--- src/shared/reset_seq_consts.svh ---
// Function
// - four brown-out modes; off starts immediately
// - mode 11: always on, wait ready
// - mode 11: active in sleep, no wake delay
// - mode 10: on awake, off asleep, wait
// - mode 10: wake waits for detector ready
// - mode 01: software enable, no start wait
// - mode 01: protect when ready, sleep ignored
// - software enable acts only in mode 01
// - fast start forces bandgap in 10/01
// - bit 0 shows detector active
// - low supply filtered by minimum duration
// - low-power detector resets, marks brown-out flag
// - low-power detector enabled by own bit
// - pin reset enabled by lvp or enable
// - pin low holds reset, glitches filtered
// - disabled pin: input, software pull-up
// - watchdog timeout resets, updates timeout/powerdown flags; code clears timeout flag only
// - software reset clears its cause flag
// - stack errors reset when enabled, set flags
// - programming exit behaves as power-on
// - start waits timer and pin release
// - timer independent; 10 cycles after pin; code holds the timer while the pin holds reset
// - power-up timer holds 64 ms
// - timer enabled when active-low bit cleared
// - watchdog, pin, software flags cleared on reset
// - power-on flag cleared, software sets it
`ifndef RESET_SEQ_CONSTS_SVH
`define RESET_SEQ_CONSTS_SVH

// ==========================================================
// register map
`define ADDR_BROWNOUT_CONTROL   8'h00
`define ADDR_RESET_CAUSE        8'h04
`define ADDR_STATUS_FLAGS       8'h08
`define ADDR_CONFIG_VIEW        8'h0C
`define ADDR_PULLUP_CTRL        8'h10

// brown-out control fields
`define BOC_SWEN_BIT            7
`define BOC_FAST_BIT            6
`define BOC_READY_BIT           0
`define BOC_RESET_VAL           8'h80

// reset cause fields
`define RC_STACK_OVERFLOW_FLAG_BIT           7
`define RC_STACK_UNDERFLOW_FLAG_BIT           6
`define RC_WDT_BIT              4
`define RC_PIN_BIT              3
`define RC_SWRST_BIT            2
`define RC_POR_BIT              1
`define RC_BOR_BIT              0
`define RC_WMASK                8'hDF

// status fields
`define ST_TIMEOUT_BIT          1
`define ST_POWERDOWN_BIT        0

// brown-out modes
`define BO_MODE_ALWAYS          2'h3
`define BO_MODE_AWAKE           2'h2
`define BO_MODE_SOFT            2'h1
`define BO_MODE_OFF             2'h0

// timing
`define CLK_MHZ                 50
`define POWERUP_TIMER_MS                 64
`define POWERUP_TIMER_CYCLES             (`POWERUP_TIMER_MS * 1000 * `CLK_MHZ)
`define START_DELAY_CYCLES      10
`define BOR_FILTER_NS           1000
`define BOR_FILTER_CYCLES       ((`BOR_FILTER_NS * `CLK_MHZ + 999) / 1000)
`define PIN_FILTER_NS           200
`define PIN_FILTER_CYCLES       ((`PIN_FILTER_NS * `CLK_MHZ + 999) / 1000)

`endif

--- src/shared/reset_seq_pkg.sv ---
package reset_seq_pkg;

  // configuration word bits seen by the sequencer
  typedef struct packed {
    logic [1:0] brownout_mode_sel;
    logic       low_power_bor_enable;
    logic       ext_reset_pin_enable;
    logic       low_voltage_prog_enable;
    logic       powerup_timer_enable_n;
    logic       stack_reset_enable;
  } config_type;

  // reset requests from the core
  typedef struct packed {
    logic watchdog_timeout;
    logic sw_reset;
    logic stack_overflow;
    logic stack_underflow;
    logic prog_mode_exit;
  } core_req_type;

  typedef enum logic [3:0] {
    SEQ_HOLD  = 4'h1,
    SEQ_TIMER = 4'h2,
    SEQ_DELAY = 4'h4,
    SEQ_RUN   = 4'h8
  } seq_state_type;

endpackage

--- src/logic/reset_source_sequencer.sv ---
// The AHB-Lite register port and the placing of the registers were chosen for this implementation.
`timescale 1ns/10ps
`include "reset_seq_consts.svh"

module reset_source_sequencer #(
  parameter int POWERUP_TIMER_CYCLES = `POWERUP_TIMER_CYCLES
) (
  // clock and reset
  input  wire logic                       hclk,
  input  wire logic                       hresetn,
  // ahb-lite slave
  input  wire logic                       hsel,
  input  wire logic [7:0]                 haddr,
  input  wire logic [1:0]                 htrans,
  input  wire logic                       hwrite,
  input  wire logic [2:0]                 hsize,
  input  wire logic [31:0]                hwdata,
  input  wire logic                       hready,
  output logic      [31:0]                hrdata,
  output logic                            hreadyout,
  output logic                            hresp,
  // configuration and core requests
  input  wire reset_seq_pkg::config_type  cfg,
  input  wire reset_seq_pkg::core_req_type core_req,
  input  wire logic                       sleep_mode,
  // supply monitors
  input  wire logic                       brownout_ready_flag,
  input  wire logic                       supply_low,
  input  wire logic                       low_power_undervolt_detect,
  // external reset pin
  input  wire logic                       external_reset_pin_n,
  // analog controls and outputs
  output logic                            brownout_enable,
  output logic                            bandgap_force_on,
  output logic                            low_power_bor_on,
  output logic                            pin_pullup_on,
  output logic                            pin_gpio_in,
  output logic                            device_reset_n,
  output logic                            core_run
);

  // ==========================================================
  // local wires
  logic [7:0]                 boc_r;
  logic [7:0]                 cause_r;
  logic [1:0]                 stat_r;
  logic                       pullup_sw_r;
  logic                       pin_en;
  logic                       bo_active;
  logic                       bo_trip;
  logic                       pin_low_filt;
  logic                       hard_src;
  logic                       rst_req_n;
  logic [1:0]                 rel_sync_r;
  logic [7:0]                 bo_cnt_r;
  logic [7:0]                 pin_cnt_r;
  logic [31:0]                powerup_timer_cnt_r;
  logic [3:0]                 dly_cnt_r;
  logic                       powerup_timer_done;
  logic                       wake_hold;
  reset_seq_pkg::seq_state_type state_r;
  logic                       ap_valid_r;
  logic                       ap_write_r;
  logic [7:0]                 ap_addr_r;
  logic                       por_event;

  // ==========================================================
  // detector mode decode
  always_comb begin
    unique case (cfg.brownout_mode_sel)
      `BO_MODE_ALWAYS: brownout_enable = 1'b1;
      `BO_MODE_AWAKE:  brownout_enable = ~sleep_mode;
      `BO_MODE_SOFT:   brownout_enable = boc_r[`BOC_SWEN_BIT];
      `BO_MODE_OFF:    brownout_enable = 1'b0;
    endcase
  end

  // fast start only matters in the modes that let the bandgap sleep
  assign bandgap_force_on = boc_r[`BOC_FAST_BIT] &
                            (cfg.brownout_mode_sel == `BO_MODE_AWAKE ||
                             cfg.brownout_mode_sel == `BO_MODE_SOFT);
  assign bo_active        = brownout_enable & brownout_ready_flag;
  assign low_power_bor_on = cfg.low_power_bor_enable;
  assign pin_en           = cfg.ext_reset_pin_enable | cfg.low_voltage_prog_enable;
  assign pin_gpio_in      = external_reset_pin_n;
  assign pin_pullup_on    = pin_en ? 1'b1 : pullup_sw_r;

  // ==========================================================
  // undervoltage filter: brief supply_low dips never reach the reset tree; low-power detector trips pass unfiltered
  always_ff @(posedge hclk or negedge hresetn) begin
    if (!hresetn) begin
      bo_cnt_r <= 8'h00;
    end else if (!(bo_active && supply_low)) begin
      bo_cnt_r <= 8'h00;
    end else if (bo_cnt_r != 8'(`BOR_FILTER_CYCLES)) begin
      bo_cnt_r <= bo_cnt_r + 8'h01;
    end
  end
  assign bo_trip = (bo_cnt_r == 8'(`BOR_FILTER_CYCLES)) |
                   (cfg.low_power_bor_enable & low_power_undervolt_detect);

  // pin glitch filter
  always_ff @(posedge hclk or negedge hresetn) begin
    if (!hresetn) begin
      pin_cnt_r <= 8'h00;
    end else if (!(pin_en && !external_reset_pin_n)) begin
      pin_cnt_r <= 8'h00;
    end else if (pin_cnt_r != 8'(`PIN_FILTER_CYCLES)) begin
      pin_cnt_r <= pin_cnt_r + 8'h01;
    end
  end
  assign pin_low_filt = (pin_cnt_r == 8'(`PIN_FILTER_CYCLES));

  // ==========================================================
  // combined reset: async assert, synchronised release
  assign hard_src  = bo_trip | pin_low_filt | core_req.watchdog_timeout | core_req.sw_reset |
                     (cfg.stack_reset_enable & (core_req.stack_overflow | core_req.stack_underflow)) |
                     core_req.prog_mode_exit;
  assign rst_req_n = hresetn & ~hard_src;

  always_ff @(posedge hclk or negedge rst_req_n) begin
    if (!rst_req_n) begin
      rel_sync_r <= 2'b00;
    end else begin
      rel_sync_r <= {rel_sync_r[0], 1'b1};
    end
  end
  assign device_reset_n = rel_sync_r[1];

  // power-up events restart the timer: supply, brown-out, programming exit
  assign por_event = bo_trip | core_req.prog_mode_exit;

  // ==========================================================
  // start-up sequencer
  always_ff @(posedge hclk or negedge hresetn) begin
    if (!hresetn) begin
      state_r    <= reset_seq_pkg::SEQ_HOLD;
      powerup_timer_cnt_r <= 32'h0000_0000;
      dly_cnt_r  <= 4'h0;
    end else if (!device_reset_n) begin
      // every reset restarts the start-up walk; only power-up events restart the timer
      state_r <= reset_seq_pkg::SEQ_HOLD;
      if (por_event) begin
        powerup_timer_cnt_r <= 32'h0000_0000;
      end
    end else begin
      // timer counts only while reset is released; a filtered pin low holds it
      if (!powerup_timer_done) begin
        powerup_timer_cnt_r <= powerup_timer_cnt_r + 32'h0000_0001;
      end
      unique case (state_r)
        reset_seq_pkg::SEQ_HOLD: begin
          if (powerup_timer_done) begin
            state_r <= reset_seq_pkg::SEQ_TIMER;
          end
        end
        reset_seq_pkg::SEQ_TIMER: begin
          // mode 11/10 wait for ready; 01 and 00 start at once
          if (!pin_low_filt && (external_reset_pin_n || !pin_en) &&
              (!cfg.brownout_mode_sel[1] || (brownout_ready_flag && !supply_low))) begin
            state_r   <= reset_seq_pkg::SEQ_DELAY;
            dly_cnt_r <= 4'h0;
          end
        end
        reset_seq_pkg::SEQ_DELAY: begin
          if (dly_cnt_r == 4'(`START_DELAY_CYCLES - 1)) begin
            state_r <= reset_seq_pkg::SEQ_RUN;
          end else begin
            dly_cnt_r <= dly_cnt_r + 4'h1;
          end
        end
        reset_seq_pkg::SEQ_RUN: begin
          state_r <= reset_seq_pkg::SEQ_RUN;
        end
      endcase
    end
  end
  assign powerup_timer_done = cfg.powerup_timer_enable_n || (powerup_timer_cnt_r >= POWERUP_TIMER_CYCLES);

  // mode 10 wake-up waits for the detector to come back
  assign wake_hold = (cfg.brownout_mode_sel == `BO_MODE_AWAKE) && !brownout_ready_flag;
  assign core_run  = device_reset_n && (state_r == reset_seq_pkg::SEQ_RUN) && !wake_hold;

  // ==========================================================
  // ahb-lite address phase capture
  always_ff @(posedge hclk or negedge hresetn) begin
    if (!hresetn) begin
      ap_valid_r <= 1'b0;
      ap_write_r <= 1'b0;
      ap_addr_r  <= 8'h00;
    end else if (hready) begin
      ap_valid_r <= hsel & htrans[1];
      ap_write_r <= hwrite;
      ap_addr_r  <= haddr;
    end
  end
  assign hreadyout = 1'b1;
  assign hresp     = 1'b0;

  // control register writes
  always_ff @(posedge hclk or negedge hresetn) begin
    if (!hresetn) begin
      boc_r       <= `BOC_RESET_VAL;
      pullup_sw_r <= 1'b1;
    end else if (ap_valid_r && ap_write_r) begin
      if (ap_addr_r == `ADDR_BROWNOUT_CONTROL) begin
        boc_r <= {hwdata[`BOC_SWEN_BIT], hwdata[`BOC_FAST_BIT], 6'h00};
      end
      if (ap_addr_r == `ADDR_PULLUP_CTRL) begin
        pullup_sw_r <= hwdata[0];
      end
    end
  end

  // cause flags: hardware events win over software writes
  always_ff @(posedge hclk or negedge hresetn) begin
    if (!hresetn) begin
      cause_r <= 8'h1C;
      stat_r  <= 2'b11;
    end else begin
      if (ap_valid_r && ap_write_r && ap_addr_r == `ADDR_RESET_CAUSE) begin
        cause_r <= hwdata[7:0] & `RC_WMASK;
      end
      if (ap_valid_r && ap_write_r && ap_addr_r == `ADDR_STATUS_FLAGS) begin
        stat_r <= hwdata[1:0];
      end
      if (core_req.prog_mode_exit) begin
        cause_r[`RC_POR_BIT] <= 1'b0;
        cause_r[`RC_BOR_BIT] <= 1'b0;
        stat_r               <= 2'b11;
      end
      if (bo_trip) begin
        cause_r[`RC_BOR_BIT] <= 1'b0;
      end
      if (pin_low_filt) begin
        cause_r[`RC_PIN_BIT] <= 1'b0;
      end
      if (core_req.watchdog_timeout) begin
        cause_r[`RC_WDT_BIT] <= 1'b0;
        stat_r[`ST_TIMEOUT_BIT] <= 1'b0;
      end
      if (core_req.sw_reset) begin
        cause_r[`RC_SWRST_BIT] <= 1'b0;
      end
      if (cfg.stack_reset_enable && core_req.stack_overflow) begin
        cause_r[`RC_STACK_OVERFLOW_FLAG_BIT] <= 1'b1;
      end
      if (cfg.stack_reset_enable && core_req.stack_underflow) begin
        cause_r[`RC_STACK_UNDERFLOW_FLAG_BIT] <= 1'b1;
      end
    end
  end

  // read data is a combinational mux of registers plus live bo_active and cfg
  always_comb begin
    hrdata = 32'h0000_0000;
    if (ap_valid_r && !ap_write_r) begin
      unique case (ap_addr_r)
        `ADDR_BROWNOUT_CONTROL: hrdata = {24'h000000, boc_r[7:1], bo_active};
        `ADDR_RESET_CAUSE:      hrdata = {24'h000000, cause_r};
        `ADDR_STATUS_FLAGS:     hrdata = {30'h0, stat_r};
        `ADDR_CONFIG_VIEW:      hrdata = {25'h0, cfg};
        `ADDR_PULLUP_CTRL:      hrdata = {31'h0, pullup_sw_r};
        default:                hrdata = 32'h0000_0000;
      endcase
    end
  end

endmodule // reset_source_sequencer

--- config.mk ---
export PLATFORM = sky130hd
export DESIGN_NAME = reset_source_sequencer
export DESIGN_NICKNAME = d
export VERILOG_FILES = /design/src/shared/reset_seq_pkg.sv /design/src/logic/reset_source_sequencer.sv
export VERILOG_INCLUDE_DIRS = /design/src /design/src/shared
export SDC_FILE = /design/constraint.sdc
export NUM_CORES = 1
export LEC_CHECK = 0
export BUFFER_PORTS_ARGS = -buffer_cell sky130_fd_sc_hd__buf_2
export CAP_MARGIN = 20
export CELL_PAD_IN_SITES_DETAIL_PLACEMENT = 1
export CELL_PAD_IN_SITES_GLOBAL_PLACEMENT = 2
export CORE_UTILIZATION = 33
export DETAILED_ROUTE_END_ITERATION = 10
export GPL_ROUTABILITY_DRIVEN = 0
export GPL_TIMING_DRIVEN = 0
export PLACE_DENSITY_LB_ADDON = 0.1
export SYNTH_ARGS = -nofsm -noshare
export SYNTH_HDL_FRONTEND = slang
export SYNTH_SLANG_ARGS = --single-unit
export TNS_END_PERCENT = 100
--- constraint.sdc ---
create_clock -name hclk -period 2.1 [get_ports hclk]
set_clock_uncertainty 0.1 [all_clocks]
set_input_delay 0.105 -clock hclk [delete_from_list [all_inputs] [get_ports hclk]]
set_output_delay 0.105 -clock hclk [all_outputs]
set_load 0.02 [all_outputs]
* Yosys cells after proc, flatten, opt, wreduce, memory -nomap -nowiden
Cells that the tools add are included.
** Storage, ports and cells
- Bits in registers :: 80
- Logic and storage cells :: 140
- Bits of input ports :: 67
** Cells by class
- Reductions and logical operators :: 44
- Muxes and demuxes :: 30
- Add/subtract/negate cells :: 4
- $lt $le $gt $ge :: 1
- Equal/unequal tests :: 24
- Bitwise gates (word level) :: 17
** Operators by type and width (number)
- two-way mux 32 bit :: 3
- two-way mux 8 bit :: 6
- case mux 8 bit (5 select lines) :: 1
- adder 32 x 1 -> 32 bit (second input constant) :: 1
- >= comparator 32 x 22 -> 1 bit (second input constant) :: 1
- equality test 8 x 4 -> 1 bit (second input constant) :: 3
- two-way mux 4 bit :: 6
- nonzero test 2 bit :: 9
- adder 8 x 1 -> 8 bit (second input constant) :: 2
- case mux 4 bit (4 select lines) :: 1
- logical AND 1 bit :: 14
- != test 3 bit (second input constant) :: 3
- OR 1 bit :: 9
- equality test 4 bit (second input constant) :: 2
- equality test 8 x 3 -> 1 bit (second input constant) :: 1
- equality test 8 x 5 -> 1 bit (second input constant) :: 1
- equality test 8 x 6 -> 1 bit (second input constant) :: 1
- logical NOT 1 bit :: 8
- logical NOT 8 bit :: 1
- two-way mux 1 bit :: 8
- != test 8 x 4 -> 1 bit (second input constant) :: 1
- != test 8 x 6 -> 1 bit (second input constant) :: 1
- case mux 4 bit (2 select lines) :: 1
- bitwise AND 1 bit :: 6
- other kinds (17) :: 30

* Logic depth before layout (Yosys ltp)
- Word-level depth :: 9
- Gate-level depth with buffers :: 9
- Mapped depth without buffers :: 7

* Worst setup path before layout
Ideal clock, no wire load.
- Path type :: reg-to-reg
- From :: reg rel_sync_r[1]
- To :: reg powerup_timer_cnt_r[9]
- Setup slack :: 0.130 ns
- Arrival :: 1.790 ns
- Required time :: 1.920 ns
- Cell stages (with the launch flop) :: 6
- Period minus slack after synthesis :: 1.970 ns
- Cell sequence :: dfrtp_1 > nor4b_4 > nand3_2 > or2_4 > or4_4 > o211ai_2
** Between the ends
- Word-level cells in the longest chain between the ends :: 2
** Ends and longest elaborated chain
- start: declaration :: line reset_source_sequencer.sv:54 : logic [1:0] rel_sync_r;
- start signal: assignment :: line reset_source_sequencer.sv:125 : rel_sync_r <= {rel_sync_r[0], 1'b1};
- != test 2 bit (no source line) / nonzero test 2 bit (equally long branches)
- AND reduction 2 bit (no source line)
- end signal: assignment :: line reset_source_sequencer.sv:149 : powerup_timer_cnt_r <= powerup_timer_cnt_r + 32'h0000_0001;
- end: declaration :: line reset_source_sequencer.sv:57 : logic [31:0] powerup_timer_cnt_r;
Parallel ways exist; a longest one is shown, timed or not.
A chain may end at the register's enable or synchronous reset.

* Worst setup path in the final report
- From :: reg ap_addr_r[0]
- To :: out hrdata[7]
** Between the ends
- Word-level cells in the longest chain between the ends :: 3
** Ends and longest elaborated chain
- start: declaration :: line reset_source_sequencer.sv:64 : logic [7:0] ap_addr_r;
- start signal: assignment :: line reset_source_sequencer.sv:194 : ap_addr_r <= haddr;
- equality test 8 x 5 -> 1 bit (tied with other cells) :: line reset_source_sequencer.sv:258 : unique case (ap_addr_r)
- case mux 8 bit (5 select lines) (*) :: line reset_source_sequencer.sv:258
- two-way mux 8 bit (*) :: line reset_source_sequencer.sv:257 : if (ap_valid_r && !ap_write_r) begin
- end: declaration :: line reset_source_sequencer.sv:19 : output logic [31:0] hrdata,
Mark *: on every way between the ends. The rest lies on a longest branch, timed or not.

==> results.yml <==
run_status:
  outcome: "finished, violations left"
  violations: "setup timing"
worst_setup_path:
  cp_max_fo: 3
  crit_family: "simple AND/OR/NAND/NOR gates"
  cp.required_ps: 1890
  worstPathArrival_ps: 2050
  max_stage_delay_ps: 590
  cp-startpoint: "ap_addr_r[0]"
  path_cells: "or4_4 -> nor4_4 -> buf_4 -> nor3b_2 -> buf_4"
  critical-path-slowest-cell: "or4_4"
  cp_common_cell: "buf_4"
  worst_r2r_startpoint: "ap_addr_r[0]"
  critPathCaptureType: "output pin"
  crit_buf_inv: 2
  worstSetupStartpointType: "register"
  criticalPathCategory: "register to output pin"
timing:
  setup_viol: 13
  slew_headroom: 0.520
  worst_pin_slew_ps: 718
  final_max_slew_viol_count: 0
  timing.final.ws_setup_ps: -157
  period_needed_ps: 2260
  rsz0062_at_grt: "yes"
  post-route-period-util: 1.07
  timing.fmax_mhz: 443
  hold_viol: 0
grt:
  grt_first_pass_wirelength_mm: 18.6
  grt_max_degree: 46
  track_usage: 0.183
  antenna_found_initial: 0
  grt_pass1_vias: 3610
  gr-total-overflow: 0
drt:
  wl_met3_um: 377
  drcViolationCount: 0
  wl_met1_mm: 5.22
  detail-route-antenna-nets: 0
  vias: 3478
  wl_met2_mm: 5.47
  drt-total-wl_mm: 11.3
  wl_per_cell_um: 15.5
  top_layer_used: "met4"
  drt_iter0_drc: 167
  viasPerCell: 4.80
  firstDrtPassIters: 4
die:
  die_width_um: 116
  rows: 41
  io_pins: 108
  dieArea_um2: 13500
  die_h_um: 116
  core_um2: 12700
  start_util: 0.339
clock_tree:
  h-tree-depth: 3
  cts_tree: "yes"
  clock_sinks: 80
  clockBufferDepth: 2
  root_buffer: "clkbuf_16"
  cts_made_buffers: 9
  clk_latency_ps: 350
  clkTransAtPathRegs_ps: 70
logic_synthesis:
  synth_cells: 420
  yosysWarnings: 0
  synth_cell_type_count: 59
  yosysSeqAreaShare: 0.468
  synth-edff-count: 0
  async_flop_share: 1.00
  syn-mean-instance-area_um2: 10.2
  syn_area_um2: 4300
  synthFlopType: "dfrtp_1"
  ys_seq_elements: 80
place:
  hpwl_mm: 7.79
  io_buffers: 52
  dp.cells: 670
final_layout:
  register_area_um2: 2010
  fill_cells: 1422
  diodes: 0
  area_growth_pct: 34.5
  utilization: 0.457
  drive_gt1_frac: 0.318
  nets: 626
  final_cells: 725
  multi_input_area_um2: 2210
power:
  cellPowerDensity_nw_per_um2: 671
  p_leak_nw: 2.62
  vdd_drop_max_uv: 400
min_path:
  hold_class: "input pin to register"
  min_from: "low_power_undervolt_detect"
job:
  cap_violations: 0
[synth_stat cells (4+ instances only)]
cell type / n / area, um^2
buf_2: 4 / 20.0
nor3_1: 7 / 35.0
mux2i_1: 19 / 190
xnor2_1: 14 / 123
buf_4: 28 / 210
ha_1: 11 / 138
and2_1: 11 / 68.8
and3_1: 6 / 37.5
nand2_1: 30 / 113
dfstp_2: 8 / 210
nor2_1: 46 / 173
xor2_1: 6 / 52.6
nor4_1: 7 / 43.8
a21oi_1: 11 / 55.1
inv_1: 18 / 67.6
clkbuf_1: 6 / 22.5
dfrtp_1: 72 / 1800
nand3_1: 24 / 120
o21ai_0: 13 / 65.1
mux2_2: 14 / 158
[report_power, final]
| part | switching, W | internal [W] | leakage [nW] | total (W) |
|---|---|---|---|---|
| combinational | 0.000251 | 0.000208 | 1.42 | 0.000458 |
| sequential | 0.0000751 | 0.00160 | 1.04 | 0.00168 |
| clock | 0.000691 | 0.00105 | 0.153 | 0.00175 |
[cell usage in the layout (no fill, tap or decap), types with 3 or more instances in the layout]
cell type      count
clkbuf_2           3
mux2i_1           19
nand3_1           22
a211oi_1           3
a31o_2             3
nor4_2             5
dlygate4sd3_1     29
nor2_2             4
and2_1            11
o21ai_0           12
xnor2_1           14
nand4_1            3
mux2_2            13
inv_1             18
and4_1             3
buf_2             49
nor3_1             5
nand3_2            3
nor4b_2            3
or3_1              3
a21oi_1           10
conb_1            27
buf_4             44
nor2_1            42
xor2_1             6
and3_1             6
nor4_4             3
inv_6              3
ha_1              11
dfstp_2            8
nand2_1           29
dfrtp_1           71
clkbuf_16          9
o211ai_1           3
[registers in the layout, summed over array words and instances, names as in the netlist]
signal and flops:
ap_addr_r 8, ap_valid_r 1, ap_write_r 1, bo_cnt_r 8
boc_r 2, cause_r 7, dly_cnt_r 4, pin_cnt_r 8
powerup_timer_cnt_r 32, pullup_sw_r 1, rel_sync_r 2, stat_r 2
state_r 4
[final timing paths]
| check | slack, ps | end | cells past startpoint |
|---|---|---|---|
| max | -160 | hrdata[7] | 5 |
| min | 70 | cause_r[0] | 4 |
| max reg2reg | -60 | cause_r[0] | 7 |
| min reg2reg | 250 | rel_sync_r[1] | 0 |
| max in group asynchronous | 240 | rel_sync_r[1] | 8 |
| min in group asynchronous | 80 | rel_sync_r[0] | 4 |
[layout make-up]
cell class | instances | share of cell area
Buffer | 37 | 0.0446
Clock buffer | 9 | 0.0389
Clock inverter | 7 | 0.0175
Inverter | 18 | 0.0117
Multi-Input combinational cell | 309 | 0.383
Sequential cell | 80 | 0.348
Tap cell | 172 | 0.0372
Timing Repair Buffer | 93 | 0.119
[worst reg2reg max path: cells and delay by family (launching register included)]
kind / cells / cell delay (ps)
DFF: 1 / 380
muxes: 1 / 140
buffers and inverters: 2 / 390
and+or+nand+nor: 4 / 1030
[repair_timing]
action                                 4_1_cts  5_1_grt
hold buffers                                29        0
pin swaps                                    7        2
setup endpoints to repair                   43       47
buffers inserted                             5        6
endpoints found under the hold margin       58        0
gates resized for setup                     15       28
[kinds of logic (layout without fill, tap and decap cells)]
family	after synthesis	count (layout)	synth area share
buffers and inverters	56	164	0.0745
AO/OA/AOI/OAI	52	52	0.0818
multiplexers	33	33	0.0809
other	2	27	0.00175
flip-flops	80	80	0.468
XOR/XNOR	20	20	0.0407
adder cells (fa/ha/maj)	11	11	0.0320
AND/OR/NAND/NOR	166	166	0.221
[metal layers]
metal | track usage | up-vias
met5 | 0 | -
met4 | 0.0650 | 0
met3 | 0.0415 | 14
met2 | 0.300 | 57
met1 | 0.238 | 1726
li1 | - | 1681
[stage by stage]
stage          setup TNS [ps]  cell area [um^2]  worst slack (ps)  hold slack (ps)  total power, W
6_report                -1060              5780              -157             69.5         0.00388
5_1_grt                 -2180              5780              -230             93.1         0.00407
4_1_cts                 -2480              5610              -278             14.8         0.00394
3_5_place_dp            -2270              4900              -153             6.38         0.00211
3_3_place_gp            -1000              4870              -106              134         0.00209
2_1_floorplan               0              4390               130             -291         0.00194
(Power assumes the default switching activity.)
